[src/shared/ecc_scrub_pkg.sv]
// Constants, register map and carrier types for the memory error monitor and scrub status block.
// Assumes one system clock; every user writes ecc_scrub_pkg::name, nothing is imported.
package ecc_scrub_pkg;

  // Register byte addresses on the plain register port.
  localparam logic [7:0] ADDR_CONTROL = 8'h00;
  localparam logic [7:0] ADDR_TIMER_COUNT = 8'h04;
  localparam logic [7:0] ADDR_TIMER_RELOAD = 8'h08;
  localparam logic [7:0] ADDR_IRQ_FLAG = 8'h0C;
  localparam logic [7:0] ADDR_UPPER_LIMIT = 8'h10;
  localparam logic [7:0] ADDR_CORR_A = 8'h14;
  localparam logic [7:0] ADDR_CORR_SWEEP = 8'h18;
  localparam logic [7:0] ADDR_UNCORR_A = 8'h1C;
  localparam logic [7:0] ADDR_LAST_ADDR = 8'h24;
  localparam logic [7:0] ADDR_EVT_STATUS = 8'h28;
  localparam logic [7:0] ADDR_EVT_CLEAR = 8'h2C;
  localparam logic [7:0] ADDR_EVT_ENABLE = 8'h30;

  // Field positions.
  localparam int CTRL_SCRUB_EN_BIT = 0;
  localparam int CTRL_IRQ_EN_BIT = 2;
  localparam int FLAG_BIT = 0;

  // Widths.
  localparam int BUS_AW = 8;
  localparam int DATA_W = 32;
  localparam int LIMIT_W = 15;
  localparam int TALLY_W = 16;
  localparam int ADDR_A_W = 17;

  // Reset values and the minimum timer reload.
  localparam logic CTRL_SCRUB_EN_RESET = 1'b1;
  localparam logic CTRL_IRQ_EN_RESET = 1'b0;
  localparam logic [31:0] RELOAD_RESET = 32'h0001_0000;
  localparam logic [14:0] LIMIT_RESET = 15'h6000;
  localparam logic [31:0] RELOAD_MIN = 32'h0000_0004;

  // Sticky event bits of the event status, clear and enable registers.
  localparam int EVT_CORR_A = 0;
  localparam int EVT_UNCORR_A = 1;
  localparam int EVT_CORR_SWEEP = 2;
  localparam int EVT_WRAP = 3;
  localparam int EVT_W = 4;

  // Number of error tallies and their slots.
  localparam int TALLY_N = 3;
  localparam int T_CORR_A = 0;
  localparam int T_CORR_SWEEP = 1;
  localparam int T_UNCORR_A = 2;

  typedef struct packed {
    logic wr;
    logic rd;
    logic [7:0] addr;
    logic [31:0] wdata;
  } reg_req_t;

  typedef struct packed {
    logic valid;
    logic corrected;
    logic uncorrectable;
    logic [16:0] addr;
  } port_a_evt_t;

  typedef struct packed {
    logic valid;
    logic corrected;
    logic uncorrectable;
  } sweep_evt_t;

  typedef struct packed {
    logic req;
    logic [14:0] addr;
  } scrub_req_t;

endpackage : ecc_scrub_pkg

[src/hw/scrub_sequencer.sv]
// Scrub pacing timer and address walker that drive the memory's scrub port.
// Assumes the memory acknowledges a scrub access with a one-cycle ack while req is high.
module scrub_sequencer (
  input wire logic clk_i, // System clock.
  input wire logic reset_n_i, // Synchronous reset, active low.
  input wire logic ce_i, // Clock enable, freezes all state when low.
  input wire logic enable_i, // Background scrubbing enabled.
  input wire logic [31:0] reload_i, // Timer reload value from software.
  input wire logic [14:0] limit_i, // Highest address to scrub.
  input wire logic ack_i, // Scrub port accepted the access.
  output ecc_scrub_pkg::scrub_req_t scrub_o, // Scrub request and address.
  output logic [31:0] timer_o, // Current timer value.
  output logic wrap_o // One-cycle pulse when the walk restarts at zero.
);

  typedef enum logic [2:0] {
    ST_IDLE = 3'b001,
    ST_COUNT = 3'b010,
    ST_ISSUE = 3'b100
  } seq_state_t;

  seq_state_t state_reg;
  seq_state_t state_next;
  logic [31:0] timer_reg;
  logic [31:0] timer_next;
  logic [14:0] addr_reg;
  logic [14:0] addr_next;
  logic wrap_reg;
  logic wrap_next;
  logic [31:0] reload_eff;
  logic at_limit;

  // A reload below the minimum would let requests pile up faster than the port serves them.
  assign reload_eff = (reload_i < ecc_scrub_pkg::RELOAD_MIN) ? ecc_scrub_pkg::RELOAD_MIN
                                                              : reload_i;
  assign at_limit = (addr_reg >= limit_i);

  // Next-state logic; an access already issued is completed even if scrubbing is switched off.
  always_comb
  begin
    state_next = state_reg;
    timer_next = timer_reg;
    addr_next = addr_reg;
    wrap_next = 1'b0;
    case (state_reg)
      ST_IDLE:
      begin
        if (enable_i)
        begin
          timer_next = reload_eff;
          state_next = ST_COUNT;
        end
      end
      ST_COUNT:
      begin
        if (!enable_i)
        begin
          state_next = ST_IDLE;
        end
        else if (timer_reg <= 32'h0000_0001)
        begin
          timer_next = 32'h0000_0000;
          state_next = ST_ISSUE;
        end
        else
        begin
          timer_next = timer_reg - 32'h0000_0001;
        end
      end
      ST_ISSUE:
      begin
        if (ack_i)
        begin
          addr_next = at_limit ? 15'h0000 : addr_reg + 15'h0001;
          wrap_next = at_limit;
          timer_next = reload_eff;
          state_next = enable_i ? ST_COUNT : ST_IDLE;
        end
      end
      default:
      begin
        state_next = ST_IDLE;
      end
    endcase
  end

  // State registers.
  always_ff @(posedge clk_i)
  begin
    if (!reset_n_i)
    begin
      state_reg <= ST_IDLE;
      timer_reg <= 32'h0000_0000;
      addr_reg <= 15'h0000;
      wrap_reg <= 1'b0;
    end
    else if (ce_i)
    begin
      state_reg <= state_next;
      timer_reg <= timer_next;
      addr_reg <= addr_next;
      wrap_reg <= wrap_next;
    end
  end

  assign scrub_o.req = (state_reg == ST_ISSUE);
  assign scrub_o.addr = addr_reg;
  assign timer_o = timer_reg;
  assign wrap_o = wrap_reg;

endmodule : scrub_sequencer

[src/hw/sram_ecc_scrubber_status.sv]
// Error monitor and scrub status registers of an error-corrected dual-port memory.
// Assumes port A and scrub-port error reports arrive as one-cycle pulses in the clk_i domain.
//
// Operation
// - Set the port A uncorrectable flag, bit 0, on a port A multi-bit error when enabled.
// - The uncorrectable flag stays set until software writes its register with anything.
// - Scrub addresses advance up to the 15-bit limit, then restart at zero; limit resets 0x6000.
// - Sixteen-bit tally of corrected port A read errors; any write clears it.
// - Sixteen-bit tally of errors corrected by the scrub; any write clears it.
// - Sixteen-bit tally of port A multi-bit read errors; any write clears it.
// - Control bit 2 gates the uncorrectable interrupt; resets cleared, the flag cannot set while clear, but enabled sticky events still interrupt.
// - Control bit 0 enables scrubbing when one; it resets to one.
// - Pacing timer counts down from the reload; reload must be at least four cycles.
// - Capture the 17-bit port A address of the latest multi-bit error, overwriting.
//
// The strobed register port was chosen for this implementation.
module sram_ecc_scrubber_status (
  input wire logic clk_i, // System clock, 40 MHz.
  input wire logic reset_n_i, // Synchronous reset, active low.
  input wire logic ce_i, // Clock enable, freezes all state when low.
  input ecc_scrub_pkg::reg_req_t bus_i, // Register port request.
  output logic [31:0] rdata_o, // Read data, valid the cycle after a read strobe.
  input ecc_scrub_pkg::port_a_evt_t port_a_i, // Port A read error report.
  input ecc_scrub_pkg::sweep_evt_t sweep_i, // Scrub port error report.
  input wire logic scrub_ack_i, // Scrub port accepted the request.
  output ecc_scrub_pkg::scrub_req_t scrub_o, // Scrub request to the memory.
  output logic uncorrectable_a_flag_o, // Port A uncorrectable flag level.
  output logic irq_o // Interrupt, high while an enabled cause is set.
);

  // Address decode of the register port.
  logic sel_control;
  logic sel_timer_count;
  logic sel_reload;
  logic sel_flag;
  logic sel_limit;
  logic sel_corr_a;
  logic sel_corr_sweep;
  logic sel_uncorr_a;
  logic sel_last_addr;
  logic sel_evt_status;
  logic sel_evt_clear;
  logic sel_evt_enable;

  assign sel_control = (bus_i.addr == ecc_scrub_pkg::ADDR_CONTROL);
  assign sel_timer_count = (bus_i.addr == ecc_scrub_pkg::ADDR_TIMER_COUNT);
  assign sel_reload = (bus_i.addr == ecc_scrub_pkg::ADDR_TIMER_RELOAD);
  assign sel_flag = (bus_i.addr == ecc_scrub_pkg::ADDR_IRQ_FLAG);
  assign sel_limit = (bus_i.addr == ecc_scrub_pkg::ADDR_UPPER_LIMIT);
  assign sel_corr_a = (bus_i.addr == ecc_scrub_pkg::ADDR_CORR_A);
  assign sel_corr_sweep = (bus_i.addr == ecc_scrub_pkg::ADDR_CORR_SWEEP);
  assign sel_uncorr_a = (bus_i.addr == ecc_scrub_pkg::ADDR_UNCORR_A);
  assign sel_last_addr = (bus_i.addr == ecc_scrub_pkg::ADDR_LAST_ADDR);
  assign sel_evt_status = (bus_i.addr == ecc_scrub_pkg::ADDR_EVT_STATUS);
  assign sel_evt_clear = (bus_i.addr == ecc_scrub_pkg::ADDR_EVT_CLEAR);
  assign sel_evt_enable = (bus_i.addr == ecc_scrub_pkg::ADDR_EVT_ENABLE);

  // Write strobes per register.
  logic wr_control;
  logic wr_reload;
  logic wr_flag;
  logic wr_limit;
  logic wr_evt_clear;
  logic wr_evt_enable;

  assign wr_control = bus_i.wr & sel_control;
  assign wr_reload = bus_i.wr & sel_reload;
  assign wr_flag = bus_i.wr & sel_flag;
  assign wr_limit = bus_i.wr & sel_limit;
  assign wr_evt_clear = bus_i.wr & sel_evt_clear;
  assign wr_evt_enable = bus_i.wr & sel_evt_enable;

  // Error events qualified by their report strobes.
  logic ev_corr_a;
  logic ev_uncorr_a;
  logic ev_corr_sweep;

  assign ev_corr_a = port_a_i.valid & port_a_i.corrected;
  assign ev_uncorr_a = port_a_i.valid & port_a_i.uncorrectable;
  assign ev_corr_sweep = sweep_i.valid & sweep_i.corrected;

  // Software-controlled state.
  logic scrub_en_reg;
  logic irq_en_reg;
  logic [31:0] reload_reg;
  logic [14:0] limit_reg;
  logic flag_reg;
  logic flag_next;
  logic [16:0] last_addr_reg;
  logic [3:0] evt_status_reg;
  logic [3:0] evt_status_next;
  logic [3:0] evt_enable_reg;
  logic [3:0] evt_set;
  logic [31:0] rdata_reg;
  logic [31:0] rd_mux;

  // Sequencer results.
  logic [31:0] timer_value;
  logic wrap_pulse;

  // Control register: only the scrub enable and interrupt enable bits are stored.
  always_ff @(posedge clk_i)
  begin
    if (!reset_n_i)
    begin
      scrub_en_reg <= ecc_scrub_pkg::CTRL_SCRUB_EN_RESET;
      irq_en_reg <= ecc_scrub_pkg::CTRL_IRQ_EN_RESET;
    end
    else if (ce_i && wr_control)
    begin
      scrub_en_reg <= bus_i.wdata[ecc_scrub_pkg::CTRL_SCRUB_EN_BIT];
      irq_en_reg <= bus_i.wdata[ecc_scrub_pkg::CTRL_IRQ_EN_BIT];
    end
  end

  // Timer reload; the full word is stored so software reads back what it wrote.
  always_ff @(posedge clk_i)
  begin
    if (!reset_n_i)
    begin
      reload_reg <= ecc_scrub_pkg::RELOAD_RESET;
    end
    else if (ce_i && wr_reload)
    begin
      reload_reg <= bus_i.wdata;
    end
  end

  // Scrub upper limit, 15 bits; the upper bits of the write are dropped.
  always_ff @(posedge clk_i)
  begin
    if (!reset_n_i)
    begin
      limit_reg <= ecc_scrub_pkg::LIMIT_RESET;
    end
    else if (ce_i && wr_limit)
    begin
      limit_reg <= bus_i.wdata[ecc_scrub_pkg::LIMIT_W-1:0];
    end
  end

  // Uncorrectable flag: a new error in the clearing cycle keeps the flag set so none is lost.
  assign flag_next = (ev_uncorr_a & irq_en_reg) ? 1'b1
                   : (wr_flag ? 1'b0 : flag_reg);

  always_ff @(posedge clk_i)
  begin
    if (!reset_n_i)
    begin
      flag_reg <= 1'b0;
    end
    else if (ce_i)
    begin
      flag_reg <= flag_next;
    end
  end

  // Address of the latest uncorrectable port A read, captured whatever the interrupt enable.
  always_ff @(posedge clk_i)
  begin
    if (!reset_n_i)
    begin
      last_addr_reg <= 17'h00000;
    end
    else if (ce_i && ev_uncorr_a)
    begin
      last_addr_reg <= port_a_i.addr;
    end
  end

  // Error tallies share one structure; index order follows the T_ slots in the package.
  logic [ecc_scrub_pkg::TALLY_N-1:0] tally_inc;
  logic [ecc_scrub_pkg::TALLY_N-1:0] tally_clr;
  logic [15:0] tally_val [ecc_scrub_pkg::TALLY_N];

  assign tally_inc[ecc_scrub_pkg::T_CORR_A] = ev_corr_a;
  assign tally_inc[ecc_scrub_pkg::T_CORR_SWEEP] = ev_corr_sweep;
  assign tally_inc[ecc_scrub_pkg::T_UNCORR_A] = ev_uncorr_a;
  assign tally_clr[ecc_scrub_pkg::T_CORR_A] = bus_i.wr & sel_corr_a;
  assign tally_clr[ecc_scrub_pkg::T_CORR_SWEEP] = bus_i.wr & sel_corr_sweep;
  assign tally_clr[ecc_scrub_pkg::T_UNCORR_A] = bus_i.wr & sel_uncorr_a;

  // Saturating tallies: wrapping would make a storm of errors look like a quiet memory.
  genvar gi;
  generate
    for (gi = 0; gi < ecc_scrub_pkg::TALLY_N; gi++)
    begin : g_tally
      logic [15:0] cnt_reg;
      logic [15:0] cnt_next;

      assign cnt_next = tally_clr[gi] ? 16'h0000
                      : ((tally_inc[gi] && (cnt_reg != 16'hFFFF)) ? cnt_reg + 16'h0001
                                                                  : cnt_reg);

      always_ff @(posedge clk_i)
      begin
        if (!reset_n_i)
        begin
          cnt_reg <= 16'h0000;
        end
        else if (ce_i)
        begin
          cnt_reg <= cnt_next;
        end
      end

      assign tally_val[gi] = cnt_reg;
    end
  endgenerate

  // Sticky event status; set wins over a same-cycle clear so an event is never lost.
  assign evt_set[ecc_scrub_pkg::EVT_CORR_A] = ev_corr_a;
  assign evt_set[ecc_scrub_pkg::EVT_UNCORR_A] = ev_uncorr_a;
  assign evt_set[ecc_scrub_pkg::EVT_CORR_SWEEP] = ev_corr_sweep;
  assign evt_set[ecc_scrub_pkg::EVT_WRAP] = wrap_pulse;
  assign evt_status_next = evt_set
                         | (evt_status_reg
                            & ~(wr_evt_clear ? bus_i.wdata[ecc_scrub_pkg::EVT_W-1:0] : 4'h0));

  always_ff @(posedge clk_i)
  begin
    if (!reset_n_i)
    begin
      evt_status_reg <= 4'h0;
      evt_enable_reg <= 4'h0;
    end
    else if (ce_i)
    begin
      evt_status_reg <= evt_status_next;
      if (wr_evt_enable)
      begin
        evt_enable_reg <= bus_i.wdata[ecc_scrub_pkg::EVT_W-1:0];
      end
    end
  end

  // Background scrub pacing and address walk.
  scrub_sequencer u_seq (
    .clk_i(clk_i),
    .reset_n_i(reset_n_i),
    .ce_i(ce_i),
    .enable_i(scrub_en_reg),
    .reload_i(reload_reg),
    .limit_i(limit_reg),
    .ack_i(scrub_ack_i),
    .scrub_o(scrub_o),
    .timer_o(timer_value),
    .wrap_o(wrap_pulse)
  );

  // Read selection; unmapped and write-only addresses read as zero.
  assign rd_mux =
      ({32{sel_control}} & {29'h0, irq_en_reg, 1'b0, scrub_en_reg})
    | ({32{sel_timer_count}} & timer_value)
    | ({32{sel_reload}} & reload_reg)
    | ({32{sel_flag}} & {31'h0, flag_reg})
    | ({32{sel_limit}} & {17'h0, limit_reg})
    | ({32{sel_corr_a}} & {16'h0, tally_val[ecc_scrub_pkg::T_CORR_A]})
    | ({32{sel_corr_sweep}} & {16'h0, tally_val[ecc_scrub_pkg::T_CORR_SWEEP]})
    | ({32{sel_uncorr_a}} & {16'h0, tally_val[ecc_scrub_pkg::T_UNCORR_A]})
    | ({32{sel_last_addr}} & {15'h0, last_addr_reg})
    | ({32{sel_evt_status}} & {28'h0, evt_status_reg})
    | ({32{sel_evt_enable}} & {28'h0, evt_enable_reg});

  // Read data stand only in the cycle after the strobe and are zero otherwise.
  always_ff @(posedge clk_i)
  begin
    if (!reset_n_i)
    begin
      rdata_reg <= 32'h0000_0000;
    end
    else if (ce_i)
    begin
      rdata_reg <= bus_i.rd ? rd_mux : 32'h0000_0000;
    end
  end

  assign rdata_o = rdata_reg;
  assign uncorrectable_a_flag_o = flag_reg;
  // The documented flag and the enabled sticky events share the single interrupt line.
  assign irq_o = flag_reg | (|(evt_status_reg & evt_enable_reg));

endmodule : sram_ecc_scrubber_status

[config.mk]
export PLATFORM = sky130hd
export DESIGN_NAME = sram_ecc_scrubber_status
export DESIGN_NICKNAME = d
export VERILOG_FILES = /design/src/shared/ecc_scrub_pkg.sv /design/src/hw/scrub_sequencer.sv /design/src/hw/sram_ecc_scrubber_status.sv
export SDC_FILE = /design/constraint.sdc
export NUM_CORES = 1
export LEC_CHECK = 0
export ABC_AREA = 1
export BUFFER_PORTS_ARGS = -buffer_cell sky130_fd_sc_hd__buf_4
export CAP_MARGIN = 15
export CORE_MARGIN = 1.5
export CORE_UTILIZATION = 25
export DETAILED_ROUTE_END_ITERATION = 6
export MAX_ROUTING_LAYER = met4
export PLACE_DENSITY = 0.42
export SYNTH_ARGS = -nofsm -noshare
export SYNTH_HDL_FRONTEND = slang
export SYNTH_SLANG_ARGS = --single-unit
[constraint.sdc]
create_clock -name clk_i -period 2.35 [get_ports clk_i]
set_input_delay 0.1175 -clock clk_i [delete_from_list [all_inputs] [get_ports clk_i]]
set_output_delay 0.1175 -clock clk_i [all_outputs]
set_load 0.005 [all_outputs]
# == After elaboration in Yosys (flattened, before gate mapping) ==
# Cells that the tools add are included.
# Widths: inputs -> output; s select.
# word_totals
out_inout_bits,50
reg_bits,206
wordCells,131
inputBits,69
# classes
bitwise,39
n_eq_ne,21
magnitude_cmp,3
n_addsub,5
n_reduce_logical,22
muxes,25
# ops
op,n
$or 32x32->32,10
$mux 32,6
$and 32x16->32,3
$mux 16,6
$pmux 32 s3,1
$and 32x32->32,2
$and 32x4->32,2
$add 16x1->16 const B,3
$ne 16x16->1 const B,3
$and 32x1->32,1
$and 32x15->32,1
$and 32x17->32,1
$and 32x3->32,1
$eq 8x5->1 const B,4
$eq 8x6->1 const B,4
$le 32x1->1 const B,1
$lt 32x3->1 const B,1
$sub 32x1->32 const B,1
$eq 8x4->1 const B,2
$add 15x1->15 const B,1
$ge 15x15->1,1
$mux 15,1
$and 1x1->1,13
$mux 3,4
other kinds (23),42

# == Logic depth before layout (Yosys ltp) ==
# logic_depth
word_depth,13
mapped_depth,12
ltp_nobuf,12

# == Modules after synthesis ==
# Synthesis repeated with hierarchy kept, for this count alone.
# unflattened
hier_cells,1772
area_unflattened_um2,11672.4
# by_module_without_submodules
module,cells_each,area_each_um2,seq_area_each_um2,n_inst
sram_ecc_scrubber_status,1195,7962.6,3103.0,1
scrub_sequencer,577,3709.8,1021.0,1

# == Least setup slack after synthesis ==
# Ideal clock, no wire load.
# synth_path
kind,register to register
startpoint,register u_seq.addr_reg[2]
endpoint,register u_seq.addr_reg[10]
arrival_time_ns,1.679
path_slack_ns,0.604
path_stages_with_launch,11
synth_period_minus_slack_ns,1.746
t_required_ns,2.283
path_buffers,0
setup_ns,0.067
cell_sequence,dfxtp_1 > ha_1 > a21oi_1 > nand2_1 > nand2_1 > nand2_1 > nand2_1 > nand2_1 > o21ai_0 > nand2_1 > nor2_1
# synth_between
elab_chain_len,2
word_cells_on_any_way,3
classes_between,add/sub: 1; order compare: 1; mux: 1
# synth_lines
element,line_no,rtl
"start, declared",scrub_sequencer.sv:26,logic [14:0] addr_reg;
"start signal, assigned",scrub_sequencer.sv:101,addr_reg <= addr_next;
$add 15x1->15 or $ge 15x15->1 (tied branches),"scrub_sequencer.sv:74, scrub_sequencer.sv:36",
$mux 15 *,scrub_sequencer.sv:74,addr_next = at_limit ? 15'h0000 : addr_reg + 15'h0001;
# Every way passes the cells marked *; elsewhere a longest branch is shown, timed or not.
# A chain may end at the register's enable or synchronous reset.

# == Worst setup path after layout ==
# layout_path
startpoint,register g_tally[2].cnt_reg[1]
endpoint,register g_tally[2].cnt_reg[4]
# layout_between
elab_chain_len,4
word_cells_on_any_way,7
classes_between,add/sub: 1; eq/ne: 1; mux: 2; reduce/logical: 3
# layout_lines
element,line_no,rtl
"start, declared",sram_ecc_scrubber_status.sv:188,logic [15:0] cnt_reg;
"start signal, assigned",sram_ecc_scrubber_status.sv:203,cnt_reg <= cnt_next;
branches (longest 4 deep; another with $add 16x1->16),-,
# Parallel ways; which one is timed is not known. The select of a mux whose other input is x is not followed.

==> summary.txt <==
Synthesis
  – Top-count cell post-synth: nand2_1
  – Syn. warnings: 0
  – Post-Syn Nets: 1891
  – Post-synthesis cell count: 1801
  – Distinct cells, synth: 45
  – Post-Syn Area: 0.0116 mm^2
  – Ys flop type: dfxtp_1
  – Number of synthesized flops with an enable pin: 0
  – Post-synth top area share: 0.356
  – Dominant cell type by area after synthesis: dfxtp_1
  – Post-synthesis sequential area ratio: 0.356
  – Yosys reg bits: 206
  – Mean post-synth cell area: 6.44 um^2
  – Top cells by area, synth: dfxtp_1 36%, nand2_1 12%, a21oi_1 8.7%
  – Most frequent cells after synthesis: 384 x nand2_1, 263 x nor2_1, 206 x dfxtp_1, 201 x a21oi_1, 165 x inv_1
  – Asr flop ratio synth: 0

Clock tree
  – Clock sink total: 206
  – Root buf cell: clkbuf_16
  – Clk_lat worst skew: 0.59 ns
  – H-tree depth: 1
  – Register clock-pin slew on the reported worst setup and hold paths: 0.06 ns
  – CTS resizes: 0
  – Clk buf depth: 3
  – Setup Fix Bufs, Post-CTS: 0
  – Num CTS Buffers: 27
  – TritonCTS clock tree: yes
  – # hold bufs at CTS: 54

Pwr
  – Switch Pwr: 2.92 mW
  – VDD IR-drop max: 0.587 mV
  – Combinational power share: 0.163
  – Clock Power Share: 0.453
  – Reg power frac: 0.383
  – P_int: 6.88 mW
  – Switch share: 0.298
  – Pwr dens: 661 mW/mm^2
  – Leak: 5.95 nW

Placed design
  – HPWL after DPL: 34.9 mm
  – GPL Wtd Cong: 0.912
  – Placed Area: 0.0133 mm^2
  – IO buf count: 117

GRT
  – Initial antenna violation count: 0
  – GRT Max-Usage Layer: met2
  – GRT Total Usage: 0.198
  – First-pass GRT wire length: 70.9 mm
  – Met3 usage in global routing: 0.0235
  – Met1 Usage GRT: 0.256
  – Vias in the first global route: 12000
  – Grt ovf: 0
  – Met2 Usage GRT: 0.325
  – Largest net degree at the start of global routing: 117

Routing
  – # DRC: 0
  – Routed via count: 12500
  – WL/cell: 17.9 um
  – Via density: 4.81
  – Iter 0 DRT Violations: 898
  – First-pass iteration count of the detailed router: 6
  – Count of antenna-violating nets left after detailed routing: 0
  – WL final: 46.5 mm

Critical path
  – CP Max Fanout: 12
  – Slowest stage delay, CP: 0.43 ns
  – Setup crit end: g_tally[2].cnt_reg[4]$_SDFFE_PN0P_
  – Worst Setup End Kind: flop
  – R2r setup slk: 0.25 ns
  – CP Cell Sequence: ha_1 -> nand3_1 -> nor2_1 -> nand4_1 -> o21ai_2 -> nand2_1 -> a21oi_1 -> nor2_1
  – WP data required: 2.80 ns
  – Reg2Reg Launch Point: g_tally[2].cnt_reg[1]$_SDFFE_PN0P_
  – Crit start category: flop
  – RR Endpoint: g_tally[2].cnt_reg[4]$_SDFFE_PN0P_
  – Crit Path Class: flop to flop
  – Path depth of the worst reg2reg path: 8
  – CP arrival: 2.55 ns
  – CP most frequent cell: nor2_1
  – Crit path from: g_tally[2].cnt_reg[1]$_SDFFE_PN0P_
  – Worst path slowest cell: dfxtp_1

Hold path
  – Hold Path Cell Cnt: 3
  – Hold Path Class: primary input to flop

STA
  – RSZ-0062 raised after global routing: no
  – Pins Over Slew Limit: 0
  – Final setup violation count: 0
  – Share of the clock period used by the worst path: 0.895
  – Relative slew slack: 0.491
  – Hold Vio Cnt, Final: 0
  – Slew @ Worst Pin: 0.764 ns
  – F_max: 0.475 GHz
  – Total negative slack: 0 ns
  – Min cycle time layout: 2.10 ns
  – Clk_skew: 0.0283 ns

Floorplanning
  – Core Region: 0.0456 mm^2
  – FP Rows: 78
  – Die span in y: 218 um
  – Die X: 218 um
  – IO Pins: 119
  – Die area: 0.0477 mm^2
  – Initial Util: 0.254

Status
  – Outcome: finished, final reports clean

Flow run
  – Max-cap viol count: 0

Finish
  – Area grow syn2layout: 27.8%
  – NumNets Final: 2073
  – Largest register FFs: 48
  – Design area: 0.0148 mm^2
  – Share of layout cells above drive strength 1: 0.130
  – N_diodes: 0
per-stage QoR:
stage | worst slack [ns] | hold slack, ns | std cells | utilization | total power [mW]
global route | 0.0333 | 0.0597 | 2603 | 0.325 | 10.3
global placement | 0.291 | 0.340 | 2500 | 0.293 | 5.34
floorplan | 0.604 | 0.244 | 1801 | - | 4.77
CTS | 0.273 | 0.0167 | 2603 | 0.325 | 9.89
detailed placement | 0.290 | 0.347 | 2500 | 0.293 | 5.34
finish | 0.247 | 0.0423 | 2603 | 0.325 | 9.80
worst max-delay path, delay by kind of cell, from the launching register on:
family	cells	cell delay, ns
adders and majority gates	1	0.28
AOI/OAI and AO/OA	2	0.43
and+or+nand+nor	5	0.87
DFF	1	0.43
layer usage:
metal,routed length [um],part of all wire
met5,0,0
met4,1360,0.029
met3,1880,0.040
met2,21700,0.47
met1,21500,0.46
cell usage in the layout, fill, tap and decap left out, types with 6 or more instances in the layout:
cell	n
a21oi_1	201
buf_4	171
clkbuf_1	7
clkbuf_16	27
dfxtp_1	206
dlygate4sd3_1	54
ha_1	21
inv_1	165
inv_2	8
nand2_1	384
nand2_2	11
nand3_1	153
nand4_1	38
nor2_1	262
nor2_2	7
nor2_4	7
nor3_1	13
o21ai_0	159
o21ai_1	6
o22ai_1	12
o31ai_1	6
xor2_1	36
power by group through the flow:
stage | Combinational, mW | Clock (mW) | Sequential, mW
after global placement | 1.52 | 0 | 3.83
after global routing | 1.80 | 4.68 | 3.77
after CTS | 1.60 | 4.54 | 3.75
after floorplan | 0.988 | 0 | 3.78
final | 1.60 | 4.44 | 3.76
after detailed placement | 1.52 | 0 | 3.83
layout make-up:
class                           instances  area (um^2)
Clock buffer                           39          771
Clock inverter                         10          165
Fill cell                            4992        30800
Inverter                              173          649
Multi-Input combinational cell       1348         6500
Sequential cell                       206         4120
Tap cell                              600          751
Timing Repair Buffer                  227         1860
worst min path at each step:
stage / to / startpoint
floorplan: reload_reg[16]$_SDFFE_PN1P_ / bus_i[16]
global placement: reload_reg[16]$_SDFFE_PN1P_ / bus_i[16]
detailed placement: reload_reg[16]$_SDFFE_PN1P_ / bus_i[16]
CTS: g_tally[2].cnt_reg[12]$_SDFFE_PN0P_ / reset_n_i
global route: uncorrectable_a_flag_o$_SDFFE_PN0P_ / bus_i[34]
finish: g_tally[2].cnt_reg[12]$_SDFFE_PN0P_ / reset_n_i
cell families after synthesis:
logic type	Yosys count	synth area share
and+or+nand+nor	891	0.331
adders and majority gates	21	0.0227
DFF	206	0.356
buffers and inverters	247	0.0842
AOI/OAI and AO/OA	397	0.177
xor gates and xnor gates	39	0.0295
No activity file was read; power rests on OpenSTA's default activity.
